===== config.mk =====
export PLATFORM = sky130hd
export DESIGN_NAME = usb_ctrl_endpoint_handshake
export DESIGN_NICKNAME = d
export VERILOG_FILES = /design/src/logic/uceh_pkg.sv /design/src/logic/usb_ctrl_endpoint_handshake.sv /design/src/logic/uceh_reset_sync.sv /design/src/logic/uceh_handshake_pick.sv
export SDC_FILE = /design/constraint.sdc
export NUM_CORES = 1
export LEC_CHECK = 0
export BUFFER_PORTS_ARGS = -buffer_cell sky130_fd_sc_hd__buf_4
export CAP_MARGIN = 10
export CORE_ASPECT_RATIO = 1.1
export CORE_MARGIN = 2
export CORE_UTILIZATION = 45
export DETAILED_ROUTE_END_ITERATION = 8
export PLACE_DENSITY = 0.7
export SYNTH_ARGS = -nofsm -noshare
export SYNTH_HDL_FRONTEND = slang
export SYNTH_SLANG_ARGS = --single-unit

===== constraint.sdc =====
create_clock -name sys_clk -period 2.85 [get_ports sys_clk]
set_input_delay 0.285 -clock sys_clk [delete_from_list [all_inputs] [get_ports sys_clk]]
set_output_delay 0.285 -clock sys_clk [all_outputs]
set_load 0.005 [all_outputs]

===== src/logic/uceh_pkg.sv =====
// Constants shared by the control endpoint handshake block
package uceh_pkg;
  // Register word addresses (byte address = 4 * index)
  localparam logic [7:0] IDX_MAXPKT   = 8'hF0;
  localparam logic [7:0] IDX_DIR      = 8'hF1;
  localparam logic [7:0] IDX_INCTL    = 8'hF2;
  localparam logic [7:0] IDX_OUTCTL   = 8'hF3;
  localparam logic [7:0] IDX_DPTR_L   = 8'hE0;
  localparam logic [7:0] IDX_DPTR_H   = 8'hE1;
  localparam logic [7:0] IDX_DLEN_L   = 8'hE2;
  localparam logic [7:0] IDX_DLEN_H   = 8'hE3;
  localparam logic [7:0] IDX_EVENT    = 8'hE4;
  // Field positions
  localparam int DIR_BIT        = 7;
  localparam int AUTODESC_BIT   = 0;
  localparam int SHORT_BIT      = 6;
  localparam int NAKOUT_BIT     = 7;
  localparam int TSTATE_BIT     = 4;
  localparam int TONE_BIT       = 3;
  localparam int TZERO_BIT      = 2;
  localparam int FNAK_BIT       = 1;
  localparam int FSTALL_BIT     = 0;
  localparam int EV_DESC_BIT    = 0;
  localparam int EV_INACK_BIT   = 1;
  localparam int EV_SETUP_BIT   = 2;
  // Max packet field bits 6..3 and reset value
  localparam logic [7:0] MAXPKT_MASK  = 8'h78;
  localparam logic [7:0] MAXPKT_RESET = 8'h40;
  localparam logic [7:0] IN_MASK      = 8'h53;
  localparam logic [7:0] OUT_MASK     = 8'h83;
  // Handshake codes
  typedef enum logic [1:0]
  {
    HS_ACK   = 2'b00,
    HS_NAK   = 2'b01,
    HS_STALL = 2'b10
  } uceh_hs_e;
endpackage


===== src/logic/usb_ctrl_endpoint_handshake.sv =====
// Control endpoint handshake, toggles and descriptor reply
`timescale 1ns/1ns
`default_nettype none
// Notes on behaviour
// - Direction bit: 0 OUT, 1 IN, read/write
// - Wrong-direction token gets NAK, or STALL
// - Descriptor reply sends up to max packet
// - Pointer grows, length shrinks by bytes sent
// - Reply end clears bit, sets done flags
// - Short packet bit clears after short packet
// - Empty FIFO with bit set sends ZLP
// - Force one sets toggle, zero wins
// - Toggle state readable per direction
// - IN forced nak answers NAK unless IN stall is set
// - Setup sets forced nak, locked meanwhile
// - Short IN packet done sets IN nak
// - Nak set during transaction waits for end
// - IN forced stall answers STALL over nak
// - Setup clears forced stall, locked meanwhile
// - Stall written mid-transaction waits next one
// - Nak after good OUT when enabled
// - OUT forced nak answers NAK unless OUT stall is set
// - OUT forced stall answers STALL over nak
module usb_ctrl_endpoint_handshake
#(
  parameter int FIFO_CNT_W = 7
)
(
  input  wire logic                  sys_clk,
  input  wire logic                  rst_b,
  input  wire logic [9:0]            avs_address,
  input  wire logic                  avs_read,
  input  wire logic                  avs_write,
  input  wire logic [31:0]           avs_writedata,
  input  wire logic [3:0]            avs_byteenable,
  output logic      [31:0]           avs_readdata,
  output logic                       avs_waitrequest,
  input  wire logic                  tokStart,
  input  wire logic                  tokIsIn,
  input  wire logic                  tokIsSetup,
  input  wire logic                  tokDone,
  input  wire logic                  tokOk,
  input  wire logic [FIFO_CNT_W-1:0] fifoCount,
  input  wire logic                  setupClear,
  output uceh_pkg::uceh_hs_e         hsCode,
  output logic      [FIFO_CNT_W-1:0] txLen,
  output logic      [15:0]           txAddr,
  output logic                       txFromDesc,
  output logic                       toggleIn,
  output logic                       toggleOut,
  output logic                       setupReceived,
  output logic                       descDone,
  output logic                       inAck
);
  // Count must reach a full 64-byte packet and fit the 16-bit arithmetic
  if (FIFO_CNT_W < 7 || FIFO_CNT_W > 16)
  begin : g_widthCheck
    $error("FIFO_CNT_W must hold 64 and fit 16 bits");
  end

  wire logic rstSync_b;
  uceh_reset_sync u_rst
  (
    .sys_clk   (sys_clk),
    .rst_b     (rst_b),
    .rstSync_b (rstSync_b)
  );

  // Register state
  logic [3:0]  maxPkt;
  logic        transferDirection;
  logic        autoDescriptorReply;
  logic        allowShortPacket;
  logic        inNak;
  logic        inStall;
  logic        outNak;
  logic        outStall;
  logic        nakAfterOut;
  logic        inNakPend;
  logic        outNakPend;
  logic        inStallNext;
  logic        outStallNext;
  logic [15:0] descPtr;
  logic [15:0] descLen;
  logic        busy;
  logic        busIsIn;
  logic        ackPhase;

  // Bus decode; data lane 0 only. A write lands on the edge that sees
  // waitrequest low, so a stalled request is never committed early
  wire logic [7:0] regIdx;
  wire logic       wrEn;
  wire logic       rdEn;
  wire logic [7:0] wb;
  assign regIdx = avs_address[9:2];
  assign wrEn   = avs_write & ackPhase & avs_byteenable[0];
  assign rdEn   = avs_read & ~ackPhase;
  assign wb     = avs_writedata[7:0];

  wire logic wDir;
  wire logic wIn;
  wire logic wOut;
  wire logic wMax;
  assign wDir = wrEn & (regIdx == uceh_pkg::IDX_DIR);
  assign wIn  = wrEn & (regIdx == uceh_pkg::IDX_INCTL);
  assign wOut = wrEn & (regIdx == uceh_pkg::IDX_OUTCTL);
  assign wMax = wrEn & (regIdx == uceh_pkg::IDX_MAXPKT);

  // Bytes per descriptor transaction: max packet or what is left
  wire logic [15:0] maxBytes;
  wire logic [15:0] descSend;
  wire logic [15:0] fifoBytes;
  wire logic [15:0] inBytes;
  assign maxBytes  = {9'h000, maxPkt, 3'h0};
  assign descSend  = (descLen < maxBytes) ? descLen : maxBytes;
  assign fifoBytes = 16'(fifoCount);
  assign inBytes   = autoDescriptorReply ? descSend :
                     ((fifoBytes < maxBytes) ? fifoBytes : maxBytes);

  // Descriptor reply, short packet allowed, or full packet ready, else NAK for data
  wire logic inNoData;
  assign inNoData = ~autoDescriptorReply & ~allowShortPacket &
                    (fifoBytes < maxBytes);

  uceh_handshake_pick u_pick
  (
    .tokIsIn  (tokIsIn),
    .dirIsIn  (transferDirection),
    .inStall  (inStall),
    .inNak    (inNak | inNoData),
    .outStall (outStall),
    .outNak   (outNak),
    .hsCode   (hsCode)
  );

  // Completion events
  wire logic doneIn;
  wire logic doneOut;
  wire logic goodIn;
  wire logic shortSent;
  wire logic descEnd;
  wire logic setupEv;
  assign doneIn    = tokDone & busy & busIsIn;
  assign doneOut   = tokDone & busy & ~busIsIn;
  assign goodIn    = doneIn & tokOk;
  assign shortSent = goodIn & ~autoDescriptorReply & (txLen < maxBytes[FIFO_CNT_W-1:0]);
  assign descEnd   = autoDescriptorReply &
                     ((goodIn & (descLen == descSend)) |
                      (tokDone & busy & ~busIsIn));
  assign setupEv   = tokDone & tokIsSetup & tokOk;

  // Bus answer: one wait cycle, then ack
  always_ff @(posedge sys_clk or negedge rstSync_b)
  begin
    if (!rstSync_b)
      ackPhase <= 1'b0;
    else
      ackPhase <= (avs_read | avs_write) & ~ackPhase;
  end

  always_ff @(posedge sys_clk or negedge rstSync_b)
  begin
    if (!rstSync_b)
      avs_waitrequest <= 1'b1;
    else
      avs_waitrequest <= ~((avs_read | avs_write) & ~ackPhase);
  end

  // Read mux, reserved bits zero
  wire logic [7:0] rdByte;
  assign rdByte =
    (regIdx == uceh_pkg::IDX_MAXPKT) ? {1'b0, maxPkt, 3'h0} :
    (regIdx == uceh_pkg::IDX_DIR)    ? {transferDirection, 6'h00,
                                        autoDescriptorReply} :
    (regIdx == uceh_pkg::IDX_INCTL)  ? {1'b0, allowShortPacket, 1'b0,
                                        toggleIn, 2'b00, inNak, inStall} :
    (regIdx == uceh_pkg::IDX_OUTCTL) ? {nakAfterOut, 2'b00, toggleOut,
                                        2'b00, outNak, outStall} :
    (regIdx == uceh_pkg::IDX_DPTR_L) ? descPtr[7:0] :
    (regIdx == uceh_pkg::IDX_DPTR_H) ? descPtr[15:8] :
    (regIdx == uceh_pkg::IDX_DLEN_L) ? descLen[7:0] :
    (regIdx == uceh_pkg::IDX_DLEN_H) ? descLen[15:8] :
    (regIdx == uceh_pkg::IDX_EVENT)  ? {5'h00, setupReceived, inAck,
                                        descDone} : 8'h00;

  always_ff @(posedge sys_clk or negedge rstSync_b)
  begin
    if (!rstSync_b)
      avs_readdata <= 32'h0000_0000;
    else if (rdEn)
      avs_readdata <= {24'h000000, rdByte};
  end

  // Max packet and direction fields
  always_ff @(posedge sys_clk or negedge rstSync_b)
  begin
    if (!rstSync_b)
    begin
      maxPkt            <= uceh_pkg::MAXPKT_RESET[6:3];
      transferDirection <= 1'b0;
    end
    else
    begin
      if (wMax)
        maxPkt <= wb[6:3];
      if (wDir)
        transferDirection <= wb[uceh_pkg::DIR_BIT];
    end
  end

  // Transaction tracking: direction latched per token
  always_ff @(posedge sys_clk or negedge rstSync_b)
  begin
    if (!rstSync_b)
    begin
      busy    <= 1'b0;
      busIsIn <= 1'b0;
    end
    else if (tokStart)
    begin
      busy    <= 1'b1;
      busIsIn <= tokIsIn;
    end
    else if (tokDone)
      busy <= 1'b0;
  end

  // Transmit descriptor for the current IN packet
  always_ff @(posedge sys_clk or negedge rstSync_b)
  begin
    if (!rstSync_b)
    begin
      txLen      <= '0;
      txAddr     <= 16'h0000;
      txFromDesc <= 1'b0;
    end
    else if (tokStart & tokIsIn)
    begin
      txLen      <= inBytes[FIFO_CNT_W-1:0];
      txAddr     <= descPtr;
      txFromDesc <= autoDescriptorReply;
    end
  end

  // Descriptor reply bookkeeping
  always_ff @(posedge sys_clk or negedge rstSync_b)
  begin
    if (!rstSync_b)
    begin
      autoDescriptorReply <= 1'b0;
      descPtr             <= 16'h0000;
      descLen             <= 16'h0000;
    end
    else
    begin
      if (descEnd)
        autoDescriptorReply <= 1'b0;
      else if (wDir)
        autoDescriptorReply <= wb[uceh_pkg::AUTODESC_BIT];
      if (goodIn & autoDescriptorReply)
      begin
        descPtr <= descPtr + descSend;
        descLen <= descLen - descSend;
      end
      else
      begin
        if (wrEn & (regIdx == uceh_pkg::IDX_DPTR_L))
          descPtr[7:0] <= wb;
        if (wrEn & (regIdx == uceh_pkg::IDX_DPTR_H))
          descPtr[15:8] <= wb;
        if (wrEn & (regIdx == uceh_pkg::IDX_DLEN_L))
          descLen[7:0] <= wb;
        if (wrEn & (regIdx == uceh_pkg::IDX_DLEN_H))
          descLen[15:8] <= wb;
      end
    end
  end

  // Short packet enable self-clears only after a short packet
  always_ff @(posedge sys_clk or negedge rstSync_b)
  begin
    if (!rstSync_b)
      allowShortPacket <= 1'b0;
    else if (shortSent)
      allowShortPacket <= 1'b0;
    else if (wIn)
      allowShortPacket <= wb[uceh_pkg::SHORT_BIT];
  end

  // Data toggles: hardware flips on good data, clear beats set
  always_ff @(posedge sys_clk or negedge rstSync_b)
  begin
    if (!rstSync_b)
    begin
      toggleIn  <= 1'b0;
      toggleOut <= 1'b0;
    end
    else if (setupEv)
    begin
      toggleIn  <= 1'b1;
      toggleOut <= 1'b1;
    end
    else
    begin
      if (wIn & wb[uceh_pkg::TZERO_BIT])
        toggleIn <= 1'b0;
      else if (wIn & wb[uceh_pkg::TONE_BIT])
        toggleIn <= 1'b1;
      else if (goodIn)
        toggleIn <= ~toggleIn;
      if (wOut & wb[uceh_pkg::TZERO_BIT])
        toggleOut <= 1'b0;
      else if (wOut & wb[uceh_pkg::TONE_BIT])
        toggleOut <= 1'b1;
      else if (doneOut & tokOk)
        toggleOut <= ~toggleOut;
    end
  end

  // Nak set requests made mid-transaction wait for its end
  wire logic reqInNak;
  wire logic reqOutNak;
  assign reqInNak  = wIn & wb[uceh_pkg::FNAK_BIT];
  assign reqOutNak = wOut & wb[uceh_pkg::FNAK_BIT];

  always_ff @(posedge sys_clk or negedge rstSync_b)
  begin
    if (!rstSync_b)
    begin
      inNakPend  <= 1'b0;
      outNakPend <= 1'b0;
    end
    else
    begin
      inNakPend  <= busy & ~tokDone & (inNakPend | reqInNak);
      outNakPend <= busy & ~tokDone & (outNakPend | reqOutNak);
    end
  end

  // Forced nak; hardware sets win over software clears
  // A set request landing on the closing edge is applied there, not lost
  always_ff @(posedge sys_clk or negedge rstSync_b)
  begin
    if (!rstSync_b)
    begin
      inNak  <= 1'b0;
      outNak <= 1'b0;
    end
    else
    begin
      if (setupEv | shortSent | (tokDone & inNakPend) |
          (reqInNak & (~busy | tokDone)))
        inNak <= 1'b1;
      else if (wIn & ~setupReceived)
        inNak <= 1'b0;
      if (setupEv | (doneOut & tokOk & nakAfterOut) |
          (tokDone & outNakPend) | (reqOutNak & (~busy | tokDone)))
        outNak <= 1'b1;
      else if (wOut & ~setupReceived)
        outNak <= 1'b0;
    end
  end

  // Forced stall: writes land between tokens, setup clears
  always_ff @(posedge sys_clk or negedge rstSync_b)
  begin
    if (!rstSync_b)
    begin
      inStallNext  <= 1'b0;
      outStallNext <= 1'b0;
      inStall      <= 1'b0;
      outStall     <= 1'b0;
    end
    else if (setupEv)
    begin
      inStallNext  <= 1'b0;
      outStallNext <= 1'b0;
      inStall      <= 1'b0;
      outStall     <= 1'b0;
    end
    else
    begin
      if (wIn & ~setupReceived)
        inStallNext <= wb[uceh_pkg::FSTALL_BIT];
      if (wOut & ~setupReceived)
        outStallNext <= wb[uceh_pkg::FSTALL_BIT];
      // Applied only while idle, so a running token keeps its answer
      if (~busy & ~tokStart)
      begin
        inStall  <= inStallNext;
        outStall <= outStallNext;
      end
    end
  end

  // Nak-after-out enable
  always_ff @(posedge sys_clk or negedge rstSync_b)
  begin
    if (!rstSync_b)
      nakAfterOut <= 1'b0;
    else if (wOut)
      nakAfterOut <= wb[uceh_pkg::NAKOUT_BIT];
  end

  // Event flags: write one to clear, event wins
  wire logic wEv;
  assign wEv = wrEn & (regIdx == uceh_pkg::IDX_EVENT);

  always_ff @(posedge sys_clk or negedge rstSync_b)
  begin
    if (!rstSync_b)
    begin
      descDone      <= 1'b0;
      inAck         <= 1'b0;
      setupReceived <= 1'b0;
    end
    else
    begin
      descDone <= descEnd |
                  (descDone & ~(wEv & wb[uceh_pkg::EV_DESC_BIT]));
      inAck    <= descEnd | goodIn |
                  (inAck & ~(wEv & wb[uceh_pkg::EV_INACK_BIT]));
      setupReceived <= setupEv | (setupReceived & ~setupClear &
                       ~(wEv & wb[uceh_pkg::EV_SETUP_BIT]));
    end
  end
endmodule
`default_nettype wire


===== src/logic/uceh_reset_sync.sv =====
// Two-stage reset release synchroniser
`timescale 1ns/1ns
`default_nettype none
module uceh_reset_sync
(
  input  wire logic sys_clk,
  input  wire logic rst_b,
  output logic      rstSync_b
);
  logic stage1;

  // Assert at once, release after two edges
  always_ff @(posedge sys_clk or negedge rst_b)
  begin
    if (!rst_b)
    begin
      stage1    <= 1'b0;
      rstSync_b <= 1'b0;
    end
    else
    begin
      stage1    <= 1'b1;
      rstSync_b <= stage1;
    end
  end
endmodule
`default_nettype wire


===== src/logic/uceh_handshake_pick.sv =====
// Chooses the handshake answer for one token
`timescale 1ns/1ns
`default_nettype none
module uceh_handshake_pick
(
  input  wire logic       tokIsIn,
  input  wire logic       dirIsIn,
  input  wire logic       inStall,
  input  wire logic       inNak,
  input  wire logic       outStall,
  input  wire logic       outNak,
  output uceh_pkg::uceh_hs_e hsCode
);
  wire logic stallSel;
  wire logic nakSel;
  wire logic wrongDir;

  // Stall outranks every nak cause, wrong direction included
  assign wrongDir = tokIsIn != dirIsIn;
  assign stallSel = tokIsIn ? inStall : outStall;
  assign nakSel   = wrongDir | (tokIsIn ? inNak : outNak);
  assign hsCode   = stallSel ? uceh_pkg::HS_STALL :
                    nakSel   ? uceh_pkg::HS_NAK : uceh_pkg::HS_ACK;
endmodule
`default_nettype wire


==> impl_metrics.env <==
export IMPL_clockBufferDepth=2
export IMPL_htreeDepth=3
export IMPL_r2r_start="descLen[8]$_DFFE_PN0P_"
export IMPL_cts_tree="built"
export IMPL_antenna_cells=0
export IMPL_violations="setup timing"
export IMPL_final_layout_size_suffix_gt1_share_pct=35.36
export IMPL_portBuffers=73
export IMPL_routedWlPerCell_microns=19.11
export IMPL_antenna_left=0
export IMPL_fillers=1092
export IMPL_hold_path_class="primary input to flip-flop"
export IMPL_fin_skew_ns=0.006373
export IMPL_synth_cell_types=67
export IMPL_final_util_pct=61.34
export IMPL_worstSkewPairLatency_ns=0.35
export IMPL_placedInstanceArea_sq_um=7318
export IMPL_die_area_sq_um=14460
export IMPL_holdPathEnd="busIsIn$_DFFE_PN0P_"
export IMPL_cp_start_kind="flip-flop"
export IMPL_cts_root_buf="clkbuf_16"
export IMPL_tns_ns=-5.032
export IMPL_worstMarginPinSlew_ns=0.9416
export IMPL_cp_max_fo=7
export IMPL_netlist_instances=674
export IMPL_status="finished with violations"
export IMPL_synth_top_cells_by_count="dfrtp_1 (89), nand2_1 (62), a21oi_1 (54), nor2_1 (51), o21ai_0 (50)"
export IMPL_maxSlewViolCount=0
export IMPL_io_pins=127
export IMPL_crit_type="flip-flop to flip-flop"
export IMPL_finalCritPeriodShare_pct=114.4
export IMPL_final_area_sq_um=8105
export IMPL_max_slew_margin_pct=37.08
export IMPL_setup_viol=23
export IMPL_drt_iter0_drc=598
export IMPL_dp_hpwl_microns=14000
export IMPL_setup_slack_ns=-0.4095
export IMPL_finalWirelength_microns=19080
export IMPL_synth_main_ff_cell="dfrtp_1"
export IMPL_r2r_cells=12
export IMPL_clk_pin_slew_ns=0.07
export IMPL_timing_rr_end="descLen[8]$_DFFE_PN0P_"
export IMPL_worstHoldPathCells=2
export IMPL_cts_sinks=91
export IMPL_pwr_density_cell_nw_per_um2=476.0
export IMPL_critPathMaxStageDelay_ns=0.43
export IMPL_ys_seq_elements=91
export IMPL_async_flop_share_pct=100.0
export IMPL_period_needed_ns=3.259
export IMPL_vias_per_cell=5.811
export IMPL_min_from="tokStart"
export IMPL_p_leak_nw=3.813
export IMPL_synth_largest_area_cell="dfrtp_1"
export IMPL_synth_top_area_share_pct=36.63
export IMPL_grt_usage_pct=26.51
export IMPL_synthesis_area_sq_um=6081
export IMPL_drc=0
export IMPL_antenna_found_initial=0
export IMPL_ys_seq_area_share_pct=37.49
export IMPL_yosysMostFrequentCell="dfrtp_1"
export IMPL_crit_arrival_ns=3.54
export IMPL_grt_max_degree=50
export IMPL_rsz0062_at_grt="yes"
export IMPL_fp_dieH_microns=125.9
export IMPL_initial_core_util_pct=46.02
export IMPL_max_freq_mhz=306.8
export IMPL_synthTopCellsByArea="dfrtp_1 (37%), mux2_2 (6.3%), ha_1 (6.2%), a21oi_1 (4.4%), o21ai_0 (4.1%)"
export IMPL_grt_pass1_wl_microns=29930
export IMPL_worstSetupEndpointType="flip-flop"
export IMPL_die_w_microns=114.8
export IMPL_area_growth_pct=33.29
export IMPL_cap_violations=0
export IMPL_final_hold_viol_count=0
export IMPL_cts_buffers=9
export IMPL_vias=5799
export IMPL_crit_required_ns=3.13
export IMPL_synth_edf_count=0
export IMPL_crit_path_top_delay_cell="a2111o_1"
export IMPL_grt_pass1_vias=5663
export IMPL_rows=44
export IMPL_cp_cell_sequence="or3_4 > nor3b_4 > o211a_4 > mux2_4 > inv_2 > ha_4 > a21oi_4 > a21boi_1 > a2111o_1 > a21o_1 > a211o_1 > a21oi_2"
export IMPL_nNetsFinal=926
export IMPL_first_pass_iters=5
export IMPL_hold_ws_ns=0.1784
export IMPL_r2r_slack_ns=-0.41
export IMPL_yosys_warnings=0
export IMPL_overflow=0
export IMPL_place_congestion=0.9802
export IMPL_fp_coreArea_sq_um=13210
export IMPL_peakVddDrop_v=0.0002916
export IMPL_syn_area_per_cell_sq_um=9.022
sequential cells by signal (all words and copies together), names as in the netlist, 4 cells and up:
signal	cells
maxPkt	4
txLen	7
avs_readdata	8
txAddr	16
descPtr	16
descLen	16
worst max-delay path: cells and delay by family, from the launching register on:
family | cells | cell delay [ns]
AO/OA/AOI/OAI | 7 | 1.53
AND/OR/NAND/NOR | 2 | 0.66
flip-flops | 1 | 0.38
multiplexers | 1 | 0.33
adder cells (fa/ha/maj) | 1 | 0.22
buffers and inverters | 1 | 0.07
how the worst max path moves through the flow:
stage / to / slack (ns) / from
3_3_place_gp: descLen[10]$_DFFE_PN0P_ / -0.47 / descLen[9]$_DFFE_PN0P_
6_report: descLen[8]$_DFFE_PN0P_ / -0.41 / descLen[8]$_DFFE_PN0P_
4_1_cts: descLen[8]$_DFFE_PN0P_ / -0.37 / descLen[9]$_DFFE_PN0P_
5_1_grt: descLen[10]$_DFFE_PN0P_ / -0.50 / maxPkt[1]$_DFFE_PN0P_
2_1_floorplan: descLen[8]$_DFFE_PN0P_ / -0.44 / descLen[9]$_DFFE_PN0P_
3_5_place_dp: descLen[8]$_DFFE_PN0P_ / -0.60 / descLen[9]$_DFFE_PN0P_
cell usage in the layout, fill, tap and decap left out, types with 9 or more instances in the layout:
cell type / n
a211oi_1: 12
clkbuf_16: 9
mux2i_1: 23
nand2_1: 59
ha_4: 10
o21ai_1: 13
nor2_1: 46
nor2b_1: 9
nand3_1: 14
a21oi_1: 44
xnor2_1: 12
nand2b_1: 12
nand4_1: 9
ha_1: 20
nor3_1: 14
inv_1: 19
dfrtp_1: 88
mux2_2: 31
buf_4: 157
o21ai_0: 35
conb_1: 34
power by group:
group,leakage (nW),internal [W],switching [W]
Clock,0.134,0.000663,0.000513
Sequential,1.20,0.00136,0.0000719
Combinational,2.48,0.000650,0.000604
cell type report:
class,count,area (sq um),share of cell area (%)
Clock buffer,13,270.3,3.334
Clock inverter,3,22.52,0.2779
Inverter,23,88.84,1.096
Multi-Input combinational cell,540,3940,48.61
Sequential cell,91,2283,28.17
Tap cell,161,201.4,2.485
Timing Repair Buffer,167,1299,16.02
cells by family after synthesis:
group | Yosys count | synth area share, %
AO/OA/AOI/OAI | 177 | 17.92
XOR/XNOR | 15 | 2.161
adder cells (fa/ha/maj) | 31 | 6.502
buffers and inverters | 75 | 6.564
flip-flops | 91 | 37.49
multiplexers | 59 | 10.82
other | 2 | 0.1235
AND/OR/NAND/NOR | 224 | 18.42
stage by stage:
step	total power, W	setup slack (ns)	instances
floorplan	0.002082	-0.4450	706
global placement	0.002455	-0.4653	960
detailed placement	0.002478	-0.6048	960
CTS	0.003778	-0.3697	987
global route	0.004028	-0.4962	998
finish	0.003858	-0.4095	998
metal layers:
| layer | vias to the layer above | share of wire, % | global-route usage, % |
|---|---|---|---|
| met1 | 2793 | 41 | 34.50 |
| met2 | 256 | 49 | 43.40 |
| met5 | - | 0 | 0 |
| li1 | 2691 | - | - |
| met4 | 0 | 4.2 | 13.18 |
| met3 | 59 | 5.9 | 3.369 |
timing repair:
action	4_1_cts	5_1_grt
endpoints found under the setup margin	30	28
gates resized for setup	48	34
buffers inserted	10	11
hold endpoints to repair	2	0
pin swaps	32	24
hold buffers	1	0
(Power assumes the default switching activity.)
